File: config.mk
export PLATFORM = sky130hd
export DESIGN_NAME = port_led_indicator_ctrl
export DESIGN_NICKNAME = d
export VERILOG_FILES = /design/src/led_ctrl_pkg.sv /design/src/port_led_indicator_ctrl.sv
export VERILOG_INCLUDE_DIRS = /design/src
export SDC_FILE = /design/constraint.sdc
export NUM_CORES = 1
export LEC_CHECK = 0
export BUFFER_PORTS_ARGS = -buffer_cell sky130_fd_sc_hd__buf_4
export CORE_MARGIN = 1
export CORE_UTILIZATION = 60
export DETAILED_ROUTE_END_ITERATION = 16
export GPL_TIMING_DRIVEN = 0
export PLACE_DENSITY = 0.9
export SETUP_SLACK_MARGIN = 0.05
export SYNTH_ARGS = -nofsm -noshare
export SYNTH_HDL_FRONTEND = slang
export SYNTH_SLANG_ARGS = --single-unit
File: constraint.sdc
create_clock -name pclk -period 4.85 [get_ports pclk]
set_input_delay 0.2425 -clock pclk [delete_from_list [all_inputs] [get_ports pclk]]
set_output_delay 0.2425 -clock pclk [all_outputs]
set_load 0.05 [all_outputs]
File: src/led_ctrl_consts.svh
// timing counts, register offsets, field positions and the strap settle count
`ifndef LED_CTRL_CONSTS_SVH
`define LED_CTRL_CONSTS_SVH

`define CLK_FREQ_HZ        20000000
`define STRETCH_TIME_MS    80
`define STRETCH_CYCLES     ((`CLK_FREQ_HZ / 1000) * `STRETCH_TIME_MS)
`define PRESCALE_CYCLES    20000
`define STRETCH_TICKS      (`STRETCH_CYCLES / `PRESCALE_CYCLES)
// edges after reset release before the second sync stage holds the straps
`define STRAP_SETTLE       2'h2

`define LED_CONFIGURATION_ADDR       12'h000
`define LED_STATUS_ADDR    12'h004
`define LED_PIN_ENABLE_LSB         0
`define LED_PIN_ENABLE_MSB         7
`define LED_FUNCTION_SELECT_LSB        8
`define LED_FUNCTION_SELECT_MSB        9

`endif

File: src/led_ctrl_pkg.sv
// types for the port led indicator controller
package led_ctrl_pkg;

	typedef enum logic [3:0] {
		ST_IDLE = 4'b0001,
		ST_PULSE = 4'b0010,
		ST_HOLD = 4'b0100,
		ST_SPARE = 4'b1000
	} stretch_e;

	typedef logic [1:0] fun_t;

endpackage

File: src/port_led_indicator_ctrl.sv
// led indicator controller: strap loading, apb config, stretchers, pin map
`timescale 1ns/1ns
`include "led_ctrl_consts.svh"

module port_led_indicator_ctrl #(
	parameter int PRESCALE = `PRESCALE_CYCLES,
	parameter int TICKS    = `STRETCH_TICKS
) (
	input  wire logic        pclk,
	input  wire logic        presetn,
	input  wire logic        psel,
	input  wire logic        penable,
	input  wire logic        pwrite,
	input  wire logic [11:0] paddr,
	input  wire logic [31:0] pwdata,
	output logic      [31:0] prdata,
	output logic             pready,
	output logic             pslverr,
	input  wire logic [1:0]  function_select_strap,
	input  wire logic [7:0]  pin_enable_strap,
	input  wire logic [1:0]  link_up,
	input  wire logic [1:0]  speed_100,
	input  wire logic [1:0]  full_duplex,
	input  wire logic [1:0]  collision,
	input  wire logic [1:0]  port_tx_en,
	input  wire logic [1:0]  port_rx_dv,
	input  wire logic        host_tx_en,
	input  wire logic        host_rx_dv,
	input  wire logic [7:0]  gpio_out,
	input  wire logic [7:0]  gpio_oe,
	output logic      [7:0]  led_pin_out,
	output logic      [7:0]  led_pin_oe,
	output logic      [7:0]  led_mode
);

	////////////////////////////////////////////////////////////////////
	// state and constants

	localparam int NS = 8;
	localparam int PW = $clog2(PRESCALE + 1);
	localparam int TW = $clog2(TICKS + 1);

	// stretcher index: 0 host tx, 1 host rx, 2/3 activity p1/p2,
	// 4/5 collision p1/p2; 6,7 spare
	typedef struct packed {
		logic                         strap_done;
		logic [1:0]                   strap_wait;
		logic [7:0]                   led_pin_enable;
		led_ctrl_pkg::fun_t           led_function_select;
		logic [PW-1:0]                prescale;
		logic                         tick;
		led_ctrl_pkg::stretch_e [NS-1:0] st;
		logic [NS-1:0][TW-1:0]        cnt;
		logic [NS-1:0]                pend;
		logic [7:0]                   pin_out;
		logic [7:0]                   pin_oe;
		logic [7:0]                   mode;
		logic [31:0]                  rdata;
		logic                         ready;
		logic                         err;
	} state_s;

	state_s r_q;
	state_s r_d;

	////////////////////////////////////////////////////////////////////
	// input synchronisers: everything here comes from pins or other logic

	logic [23:0] sync1_q;
	logic [23:0] sync2_q;
	logic [23:0] raw_in;

	assign raw_in = {pin_enable_strap, function_select_strap, link_up,
		speed_100, full_duplex, collision, port_tx_en, port_rx_dv,
		host_tx_en, host_rx_dv};

	always_ff @(posedge pclk or negedge presetn) begin
		if (!presetn) begin
			sync1_q <= 24'h000000;
			sync2_q <= 24'h000000;
		end else begin
			sync1_q <= raw_in;
			sync2_q <= sync1_q;
		end
	end

	logic [7:0] s_en_strap;
	logic [1:0] s_fun_strap;
	logic [1:0] s_link;
	logic [1:0] s_100;
	logic [1:0] s_fd;
	logic [1:0] s_col;
	logic [1:0] s_ptx;
	logic [1:0] s_prx;
	logic       s_htx;
	logic       s_hrx;

	assign {s_en_strap, s_fun_strap, s_link, s_100, s_fd, s_col, s_ptx,
		s_prx, s_htx, s_hrx} = sync2_q;

	// activity triggers feeding each stretcher
	// each trigger is a level; a stretcher starts on it from idle and
	// in the hold-off remembers it as pending, so a burst that lands in the
	// hold-off still gives one more pulse once the hold-off ends
	// activity and collision only count while the port has a link, so a
	// dead port never shows a stretched pulse
	logic [NS-1:0] trig;
	logic [1:0]    port_act;

	assign port_act = s_ptx | s_prx;
	assign trig = {2'b00, s_col & ~s_fd & s_link, port_act & s_link,
		s_hrx, s_htx};

	////////////////////////////////////////////////////////////////////
	// next state

	logic [7:0] ind;

	always_comb begin
		logic [NS-1:0] pulse;
		logic          rd;
		logic          wr;
		pulse = '0;
		rd = 1'b0;
		wr = 1'b0;
		r_d = r_q;
		r_d.ready = 1'b0;
		r_d.err = 1'b0;

		// straps are caught once the synchroniser holds them: stage two
		// still shows its reset value for the first two edges after
		// release, and loading then would leave every pin dark
		// software writes before the load are dropped, so the straps
		// always win the race against an early configuration write
		if (!r_q.strap_done) begin
			if (r_q.strap_wait == `STRAP_SETTLE) begin
				r_d.led_pin_enable = s_en_strap;
				r_d.led_function_select = s_fun_strap;
				r_d.strap_done = 1'b1;
			end else begin
				r_d.strap_wait = r_q.strap_wait + 2'h1;
			end
		end

		// apb: one wait state, answer in the second access cycle
		// the register update lands with the edge that raises pready;
		// the master holds address and data until it sees pready, so
		// nothing it drives can change underneath the update
		// unmapped offsets answer with an error and zero data
		if (psel && penable && !r_q.ready) begin
			r_d.ready = 1'b1;
			rd = !pwrite;
			wr = pwrite;
			case (paddr)
			`LED_CONFIGURATION_ADDR: begin
				r_d.rdata = 32'h0;
				r_d.rdata[`LED_PIN_ENABLE_MSB:`LED_PIN_ENABLE_LSB] = r_q.led_pin_enable;
				r_d.rdata[`LED_FUNCTION_SELECT_MSB:`LED_FUNCTION_SELECT_LSB] =
					r_q.led_function_select;
				if (wr && r_q.strap_done) begin
					r_d.led_pin_enable =
						pwdata[`LED_PIN_ENABLE_MSB:`LED_PIN_ENABLE_LSB];
					r_d.led_function_select =
						pwdata[`LED_FUNCTION_SELECT_MSB:`LED_FUNCTION_SELECT_LSB];
				end
			end
			`LED_STATUS_ADDR: begin
				r_d.rdata = {24'h000000, r_q.pin_out};
			end
			default: begin
				r_d.rdata = 32'h0;
				r_d.err = 1'b1;
			end
			endcase
			if (!rd && paddr != `LED_CONFIGURATION_ADDR && paddr != `LED_STATUS_ADDR)
				r_d.rdata = 32'h0;
		end

		// prescaler: one tick per PRESCALE cycles
		r_d.tick = 1'b0;
		if (r_q.prescale == PW'(PRESCALE - 1)) begin
			r_d.prescale = '0;
			r_d.tick = 1'b1;
		end else begin
			r_d.prescale = r_q.prescale + PW'(1);
		end

		// stretchers: pulse for TICKS ticks, hold off for TICKS ticks
		// the prescaler runs free, so the first tick of a pulse may come
		// up to one prescale period early; the pulse is therefore up to
		// one tick short, which is far below what the eye can see
		// the hold-off always starts on a tick and so lasts full length
		for (int i = 0; i < NS; i++) begin
			if (trig[i])
				r_d.pend[i] = 1'b1;
			case (r_q.st[i])
			led_ctrl_pkg::ST_IDLE: begin
				if (trig[i] || r_q.pend[i]) begin
					r_d.st[i] = led_ctrl_pkg::ST_PULSE;
					r_d.cnt[i] = '0;
					r_d.pend[i] = 1'b0;
				end
			end
			led_ctrl_pkg::ST_PULSE: begin
				pulse[i] = 1'b1;
				if (r_q.tick) begin
					if (r_q.cnt[i] == TW'(TICKS - 1)) begin
						r_d.st[i] = led_ctrl_pkg::ST_HOLD;
						r_d.cnt[i] = '0;
					end else begin
						r_d.cnt[i] = r_q.cnt[i] + TW'(1);
					end
				end
				// activity during the pulse is absorbed by it
				if (!trig[i])
					r_d.pend[i] = 1'b0;
			end
			led_ctrl_pkg::ST_HOLD: begin
				if (r_q.tick) begin
					if (r_q.cnt[i] == TW'(TICKS - 1)) begin
						r_d.st[i] = led_ctrl_pkg::ST_IDLE;
						r_d.cnt[i] = '0;
					end else begin
						r_d.cnt[i] = r_q.cnt[i] + TW'(1);
					end
				end
			end
			default: begin
				r_d.st[i] = led_ctrl_pkg::ST_IDLE;
				r_d.cnt[i] = '0;
			end
			endcase
		end

		// indications as pin levels, 1 = released (off)
		// link/activity style indications are lit while linked and go
		// dark for the stretch; plain activity and collision are dark
		// and light up for the stretch
		// raw transmit and receive levels in map 11 bypass the stretchers
		ind = 8'hff;
		case (r_q.led_function_select)
		2'b00: begin
			ind[7] = ~pulse[1];
			ind[6] = ~s_link[1] | pulse[3];
			ind[5] = ~s_link[1] | (~s_fd[1] & ~pulse[5]);
			ind[4] = ~(s_link[1] & s_100[1]);
			ind[3] = ~pulse[0];
			ind[2] = ~s_link[0] | pulse[2];
			ind[1] = ~s_link[0] | (~s_fd[0] & ~pulse[4]);
			ind[0] = ~(s_link[0] & s_100[0]);
		end
		2'b01: begin
			ind[7] = ~pulse[1];
			ind[6] = ~(s_link[1] & s_100[1]) | pulse[3];
			ind[5] = ~s_link[1] | (~s_fd[1] & ~pulse[5]);
			ind[4] = ~(s_link[1] & ~s_100[1]) | pulse[3];
			ind[3] = ~pulse[0];
			ind[2] = ~(s_link[0] & s_100[0]) | pulse[2];
			ind[1] = ~s_link[0] | (~s_fd[0] & ~pulse[4]);
			ind[0] = ~(s_link[0] & ~s_100[0]) | pulse[2];
		end
		2'b10: begin
			ind[7] = ~(s_link[1] & pulse[3]);
			ind[6] = ~s_link[1];
			ind[5] = ~s_link[1] | (~s_fd[1] & ~pulse[5]);
			ind[4] = ~(s_link[1] & s_100[1]);
			ind[3] = ~(s_link[0] & pulse[2]);
			ind[2] = ~s_link[0];
			ind[1] = ~s_link[0] | (~s_fd[0] & ~pulse[4]);
			ind[0] = ~(s_link[0] & s_100[0]);
		end
		2'b11: begin
			// pins 7,6 keep the released default
			ind[5] = ~s_ptx[1];
			ind[4] = ~s_prx[1];
			ind[3] = ~s_htx;
			ind[2] = ~s_hrx;
			ind[1] = ~s_ptx[0];
			ind[0] = ~s_prx[0];
		end
		default: ind = 8'hff;
		endcase

		// pin mux: led mode drives open-drain low only, else gpio owns it
		// the output value stays low in led mode and only the enable
		// moves, so a pin can never be driven high against the pull-up
		// of a lamp that shares a supply with other parts
		// the choice between gpio and led follows the enable register
		// with one cycle of latency, like every other output here
		for (int p = 0; p < 8; p++) begin
			if (r_q.led_pin_enable[p]) begin
				r_d.mode[p] = 1'b1;
				r_d.pin_out[p] = 1'b0;
				r_d.pin_oe[p] = ~ind[p];
			end else begin
				r_d.mode[p] = 1'b0;
				r_d.pin_out[p] = gpio_out[p];
				r_d.pin_oe[p] = gpio_oe[p];
			end
		end
	end

	////////////////////////////////////////////////////////////////////
	// state register

	always_ff @(posedge pclk or negedge presetn) begin
		if (!presetn) begin
			r_q.strap_done <= 1'b0;
			r_q.strap_wait <= 2'h0;
			r_q.led_pin_enable <= 8'h00;
			r_q.led_function_select <= 2'h0;
			r_q.prescale <= '0;
			r_q.tick <= 1'b0;
			r_q.st <= {NS{led_ctrl_pkg::ST_IDLE}};
			r_q.cnt <= '0;
			r_q.pend <= '0;
			r_q.pin_out <= 8'h00;
			r_q.pin_oe <= 8'h00;
			r_q.mode <= 8'h00;
			r_q.rdata <= 32'h0;
			r_q.ready <= 1'b0;
			r_q.err <= 1'b0;
		end else begin
			r_q <= r_d;
		end
	end

	// every output below is a field of the state register
	assign prdata = r_q.rdata;
	assign pready = r_q.ready;
	assign pslverr = r_q.err;
	assign led_pin_out = r_q.pin_out;
	assign led_pin_oe = r_q.pin_oe;
	assign led_mode = r_q.mode;

endmodule // port_led_indicator_ctrl

==> flow_metrics.py, run 1 <==
metrics = {
    "outcome": {
        "status": "completed",
    },
    "layout": {
        "drive_gt1_share_pct": 29.8,
        "utilization_pct": 76.9,
        "n_antenna_cell": 0,
        "fin_area_sq_um": 10300,
        "syn2layout_area_growth_pct": 23.1,
        "finalNetCount": 1015,
    },
    "floorplan": {
        "core_area_sq_um": 13400,
        "dieArea_sq_um": 14400,
        "die_height_microns": 120,
        "rows": 42,
        "die_x_microns": 120,
        "io_pins": 147,
        "start_util_pct": 62.4,
    },
    "synth": {
        "synth_cells": 751,
        "synth_area_sq_um": 8360,
        "ys_seq_area_share_pct": 53.7,
        "synth_cell_types": 76,
        "synthMostInstantiatedCell": "dfrtp_1",
        "synthTopCellsByCount": "173 x dfrtp_1, 57 x buf_4, 50 x o21ai_0",
        "synth_ff_type": "dfrtp_1",
        "ys_warn_count": 0,
        "avgSynthCellArea_sq_um": 11.1,
        "synth_edf_count": 0,
        "synthArstFlopShare_pct": 100,
        "ys_seq_elements": 179,
        "yosysTopAreaCell": "dfrtp_1",
        "synth_area_leaders": "dfrtp_1 52%, buf_4 5.1%, mux2_2 3.9%, o21ai_0 3.0%, nand3_1 2.1%",
        "synth_top_area_share_pct": 51.8,
    },
    "clock_tree": {
        "cts_tree": "done",
        "cts_made_buffers": 17,
        "clk_path_buf_depth": 2,
        "path_clk_slew_ps": 70,
        "cts_sinks": 179,
        "cts_resized": 0,
        "clk_latency_ps": 430,
        "clockRootBuffer": "clkbuf_16",
        "cts_max_level": 4,
    },
    "grt": {
        "gr-usage-all-layers_pct": 30.1,
        "grt_overflow": 0,
        "grt_pass1_wl_mm": 33.0,
        "grt_pass1_vias": 6588,
        "grt_max_degree": 109,
        "antenna_found_initial": 0,
    },
    "timing": {
        "slew_viol_final": 0,
        "clock.fmax_ghz": 0.443,
        "relSlewSlack_pct": 39.0,
        "rsz0062_at_grt": "false",
        "setup_viol": 0,
        "tightestPinTransition_ps": 915,
        "tns_ps": 0,
        "finalCritPeriodShare_pct": 46.5,
        "period_minus_slack_ps": 2260,
        "layout_setup_ws_ps": 2590,
        "fin_skew_ps": 8.69,
        "finalHoldViolCount": 0,
    },
    "critical_path": {
        "crit_path_start_kind": "register",
        "slowest_delay_ps": 490,
        "cpMostUsedCell": "buf_2",
        "cp_slowest_cell": "a21oi_1",
        "critPathArrivalTime_ps": 2570,
        "crit_family": "buffers and inverters",
        "critical_path_class": "reg -> reg",
        "cp_num_buf_inv": 2,
        "crit_path_cell_trace": "buf_2 > buf_2 > nand3_1 > a21oi_1 > mux2_2",
        "crit_path_end_kind": "register",
        "critPathMaxFanout": 10,
        "crit_required_ps": 5160,
    },
    "pwr": {
        "p_leak_nw": 4.78,
        "ir_drop_v": 0.000430,
        "totalPowerFinal_mw": 4.52,
        "cellPowerDensity_nw_per_um2": 439,
    },
    "run": {
        "drv_cap": 0,
    },
    "routing": {
        "drc_errors": 0,
        "drtIter0Drc": 655,
        "routed_via_density": 5.91,
        "routedWlPerCell_microns": 18.6,
        "vias": 6547,
        "dr.pass1.iters": 6,
        "wl_mm": 20.6,
        "ant_nets": 0,
    },
    "placement": {
        "place_area_sq_um": 9460,
        "gp_congestion": 0.883,
        "dp_worst_setup_slack_ps": 2710,
        "io_buffers": 101,
        "dp_hpwl_mm": 12.5,
    },
    "hold_path": {
        "worst_hold_path_type": "in -> reg",
    },
}
==> final cells by class <==
| cell class | instances | area [sq um] |
|---|---|---|
| plain buffers | 81 | 538 |
| well taps | 176 | 220 |
| repair buffers | 127 | 1040 |
| clock inverters | 13 | 140 |
| multi-input cells | 501 | 3380 |
| flip-flops and latches | 179 | 4490 |
| inverters | 11 | 41.3 |
| fillers | 796 | 3100 |
| clock buffers | 19 | 453 |
==> registers in the layout, summed over array words and instances, names as in the netlist <==
signal and count:
r_q 95, sync1_q 24, sync2_q 24, prdata 10, led_mode 8, led_pin_oe 8
led_pin_out 8, pready 1, pslverr 1
==> cell families (layout without fill, tap and decap cells) <==
| family | count (synthesis) | count (layout) | synth area share (%) |
|---|---|---|---|
| DFF | 179 | 179 | 53.7 |
| AOI/OAI and AO/OA | 149 | 149 | 12.1 |
| xor gates and xnor gates | 21 | 21 | 2.38 |
| muxes | 41 | 41 | 5.40 |
| adders and majority gates | 8 | 8 | 1.20 |
| buffers and inverters | 92 | 251 | 6.93 |
| and+or+nand+nor | 260 | 260 | 18.3 |
| other | 1 | 22 | 0.0448 |
==> metal layers <==
layer	vias to the layer above	wire, microns	track usage [%]
li1	2959	-	-
met1	3248	8020	35.8
met2	291	10900	52.9
met3	49	1110	6.89
met4	0	581	10.9
met5	-	0	0
==> stage by stage <==
step / hold WS, ps / std cells
3_3_place_gp: 331 / 1049
3_5_place_dp: 335 / 1050
5_1_grt: 22.7 / 1107
4_1_cts: 23.6 / 1107
2_1_floorplan: -53.1 / 772
6_report: 36.6 / 1107
==> placed cells by master, fill, tap and decap left out, drive strengths merged, types with 10 or more instances in the layout <==
cell           n
dlygate4sd3   25
and3          12
nand3         35
o31ai         11
dfrtp        173
xnor2         16
nor2          44
conb          22
mux2i         11
buf          176
o21ai         51
mux2          30
nand4         10
inv           17
nand2b        11
nor3b         14
a21oi         25
nor2b         20
nor3          21
clkbuf        26
nand2         42
==> path summary, 6_finish.rpt <==
check,depth (start not counted),end,startpoint,slack [ps]
max in group asynchronous,3,r_q[142]$_DFFE_PN1P_,presetn,3550
min in group asynchronous,2,pslverr$_DFF_PN0_,presetn,460
setup / recovery,5,r_q[135]$_DFFE_PN0P_,r_q[154]$_DFF_PN0_,2590
setup reg to reg,5,r_q[135]$_DFFE_PN0P_,r_q[154]$_DFF_PN0_,2590
hold reg to reg,0,sync2_q[6]$_DFF_PN0_,sync1_q[6]$_DFF_PN0_,350
hold / removal,2,led_pin_out[7]$_DFF_PN0_,gpio_out[7],40
==> power by group <==
part	switching [mW]	internal, mW	leakage, nW	total [mW]
clock network	0.629	0.753	0.287	1.38
logic	0.792	0.545	2.24	1.34
registers	0.134	1.66	2.25	1.80
total	1.56	2.96	4.78	4.52
==> worst register-to-register path, cell delays in order, from the launching register on <==
cell and delay, ps:
dfrtp_1 460, buf_2 350, buf_2 330, nand3_1 100
a21oi_1 490, mux2_2 410
==> timing repair <==
| item | 4_1_cts | 5_1_grt |
|---|---|---|
| hold endpoints to repair | 129 | 0 |
| buffers inserted | 0 | 0 |
| endpoints found under the setup margin | 0 | 0 |
| hold buffers | 25 | 0 |
Note: power is estimated with default switching activity, not from simulation.
==> run 2, diff against run 1 <==
--- a/config.mk
+++ b/config.mk
@@ -6,12 +6,13 @@
 export SDC_FILE = /design/constraint.sdc
 export NUM_CORES = 1
 export LEC_CHECK = 0
+export ABC_AREA = 1
 export BUFFER_PORTS_ARGS = -buffer_cell sky130_fd_sc_hd__buf_4
 export CORE_MARGIN = 1
-export CORE_UTILIZATION = 60
+export CORE_UTILIZATION = 51
 export DETAILED_ROUTE_END_ITERATION = 16
 export GPL_TIMING_DRIVEN = 0
-export PLACE_DENSITY = 0.9
+export PLACE_DENSITY = 0.81
 export SETUP_SLACK_MARGIN = 0.05
 export SYNTH_ARGS = -nofsm -noshare
 export SYNTH_HDL_FRONTEND = slang
==> constraint.sdc (replaced) <==
create_clock -name pclk -period 1.8 [get_ports pclk]
set_input_delay 0.09 -clock pclk [delete_from_list [all_inputs] [get_ports pclk]]
set_output_delay 0.09 -clock pclk [all_outputs]
set_load 0.05 [all_outputs]
==> flow_metrics.py, run 2 <==
metrics = {
    "outcome": {
        "status": "completed",
    },
    "synth": {
        "ys_seq_elements": 179,
        "synth_edf_count": 0,
        "synthArstFlopShare_pct": 100,
        "synthTopCellsByCount": "279 x nand2_1, 173 x dfrtp_1, 122 x inv_1",
        "avgSynthCellArea_sq_um": 8.49,
        "ys_seq_area_share_pct": 52.5,
        "synth_top_area_share_pct": 50.7,
        "synth_cells": 1006,
        "synthMostInstantiatedCell": "nand2_1",
        "synth_area_leaders": "dfrtp_1 51%, nand2_1 12%, inv_1 5.4%, nand3_1 5.3%, buf_4 5.0%",
        "synth_area_sq_um": 8540,
        "synth_cell_types": 40,
        "yosysTopAreaCell": "dfrtp_1",
        "ys_warn_count": 0,
        "synth_ff_type": "dfrtp_1",
    },
    "pwr": {
        "pwr-share-comb_pct": 28.7,
        "ir_drop_v": 0.000708,
        "p_leak_nw": 5.71,
        "p_sw_share_pct": 34.5,
        "cellPowerDensity_nw_per_um2": 1070,
        "switching_power_mw": 3.98,
        "intPower_mw": 7.56,
        "power_frac_clock_pct": 29.7,
        "seqPwrFrac_pct": 41.5,
    },
    "critical_path": {
        "crit_path_end_kind": "register",
        "r2r-end": "r_q[160]$_DFF_PN0_",
        "cpMostUsedCell": "nor2_1",
        "crit_path_cell_trace": "ha_1 > nand2_1 > nor2_1 > inv_1 > nor4_1 > nor2_1",
        "critical_path.startpoint": "r_q[155]$_DFF_PN0_",
        "critPathCapture": "r_q[160]$_DFF_PN0_",
        "worstReg2RegStart": "r_q[155]$_DFF_PN0_",
        "crit_path_start_kind": "register",
        "r2r_cells": 6,
        "crit_required_ps": 2090,
        "critPathMaxFanout": 3,
        "cp_slowest_cell": "nor4_1",
        "critPathArrivalTime_ps": 1870,
        "critical_path_class": "reg -> reg",
        "slowest_delay_ps": 500,
        "r2r_slack_ps": 230,
    },
    "timing": {
        "clock.fmax_ghz": 0.636,
        "tightestPinTransition_ps": 622,
        "layout_setup_ws_ps": 227,
        "fin_skew_ps": 6.01,
        "finalHoldViolCount": 0,
        "rsz0062_at_grt": "false",
        "setup_viol": 0,
        "finalCritPeriodShare_pct": 87.4,
        "period_minus_slack_ps": 1570,
        "slew_viol_final": 0,
        "relSlewSlack_pct": 58.2,
    },
    "layout": {
        "fillCellCount": 1309,
        "top_register": "r_q",
        "fin_cells": 1429,
        "syn2layout_area_growth_pct": 25.9,
        "final_common_cell": "nand2_1",
        "largestRegisters": "r_q x95, sync1_q x24, sync2_q x24",
        "n_antenna_cell": 0,
        "largest_reg_flops": 95,
        "mostFrequentLayoutCells": "279 x nand2_1, 173 x dfrtp_1, 158 x buf_4",
        "drive_gt1_share_pct": 20.4,
        "finalNetCount": 1297,
    },
    "routing": {
        "wl_mm": 17.8,
        "drc_errors": 0,
        "wl_met2_mm": 8.56,
        "ant_nets": 0,
        "routedLengthMet1_mm": 8.13,
        "dr.pass1.iters": 5,
        "drtIter0Drc": 564,
        "vias": 6910,
        "top_layer": "met4",
        "routed_via_density": 4.84,
        "wl_met3_microns": 878,
        "routedWlPerCell_microns": 12.5,
    },
    "hold_path": {
        "worst_hold_path_type": "in -> reg",
        "whs_path_depth": 3,
    },
    "floorplan": {
        "io_pins": 147,
        "die_x_microns": 131,
        "dieArea_sq_um": 17300,
        "core_area_sq_um": 16100,
        "start_util_pct": 53.0,
        "die_height_microns": 131,
        "rows": 46,
    },
    "grt": {
        "antenna_found_initial": 0,
        "gr-usage-all-layers_pct": 21.6,
        "grt_pass1_vias": 6459,
        "grt_overflow": 0,
        "grt_pass1_wl_mm": 30.0,
        "grt_max_degree": 119,
    },
    "placement": {
        "io_buffers": 102,
        "gp_congestion": 0.829,
        "dp_worst_setup_slack_ps": 220,
        "place_inst": 1346,
        "dp_hpwl_mm": 12.6,
    },
    "clock_tree": {
        "cts_setup_buffers": 0,
        "cts_sinks": 179,
        "clk_path_buf_depth": 2,
        "cts_made_buffers": 17,
        "path_clk_slew_ps": 60,
        "cts_max_level": 4,
        "clockRootBuffer": "clkbuf_16",
        "clk_latency_ps": 430,
        "cts_tree": "done",
    },
    "run": {
        "drv_cap": 0,
    },
}
run 2: critical path: cells and delay by family (launching register included):
kind / cells / cell delay, ps
flops: 1 / 370
simple gates: 4 / 830
buf+inv: 1 / 50
fa+ha+maj: 1 / 190
run 2: routing by layer:
layer  up-vias  GRT usage [%]
met5         -              0
met4         0           7.11
met3        27           4.01
met2       196           35.9
met1      3203           28.5
li1       3484              -
run 2: cell type report:
class                   instances  area, sq um  share of cell area [%]
flip-flops and latches        179         4490                    41.7
multi-input cells             652         3160                    29.4
repair buffers                154         1310                    12.2
plain buffers                  70          505                    4.70
clock buffers                  22          474                    4.41
inverters                     126          473                    4.40
well taps                     216          270                    2.51
clock inverters                10         76.3                   0.710
run 2: cell families after synthesis:
logic type,Yosys count,synth area share [%]
other,1,0.0439
AO/OA/AOI/OAI,88,5.73
AND/OR/NAND/NOR,517,27.4
buffers and inverters,196,11.5
adder cells (fa/ha/maj),8,1.17
XOR/XNOR,17,1.74
flip-flops,179,52.5
run 2: metrics by stage:
step / hold WS, ps / TNS, ps / area (sq um) / util (%) / power (mW)
2_1_floorplan: -206 / 0 / 8620 / - / 7.28
3_3_place_gp: 200 / -62590 / 9660 / 59.9 / 7.98
3_5_place_dp: 49.8 / 0 / 9690 / 60.2 / 8.07
5_1_grt: 9.94 / 0 / 10800 / 66.7 / 12.2
4_1_cts: 0.0310 / 0 / 10800 / 66.7 / 11.6
6_report: 26.7 / 0 / 10800 / 66.7 / 11.5
run 2: power groups by stage:
stage	Sequential [mW]	Combinational [mW]	Clock (mW)
after floorplan	4.79	2.49	0
final	4.79	3.32	3.43
after global routing	4.83	3.70	3.69
after detailed placement	4.86	3.21	0
after CTS	4.79	3.32	3.50
after global placement	4.84	3.14	0
run 2: worst min-delay path by stage:
| stage | endpoint | startpoint | slack [ps] |
|---|---|---|---|
| 2_1_floorplan | led_mode[0]$_DFF_PN0_ | presetn | -210 |
| 3_3_place_gp | sync1_q[7]$_DFF_PN0_ | collision[1] | 200 |
| 3_5_place_dp | r_q[167]$_DFF_PN0_ | presetn | 50 |
| 4_1_cts | r_q[173]$_DFF_PN0_ | pwdata[1] | 0.03 |
| 5_1_grt | r_q[173]$_DFF_PN0_ | pwdata[1] | 10 |
| 6_report | r_q[173]$_DFF_PN0_ | pwdata[1] | 30 |
run 2: what timing repair did:
item | in CTS | in global routing
hold buffers | 51 | 0
resized for setup | 0 | 0
endpoints found under the hold margin | 112 | 0
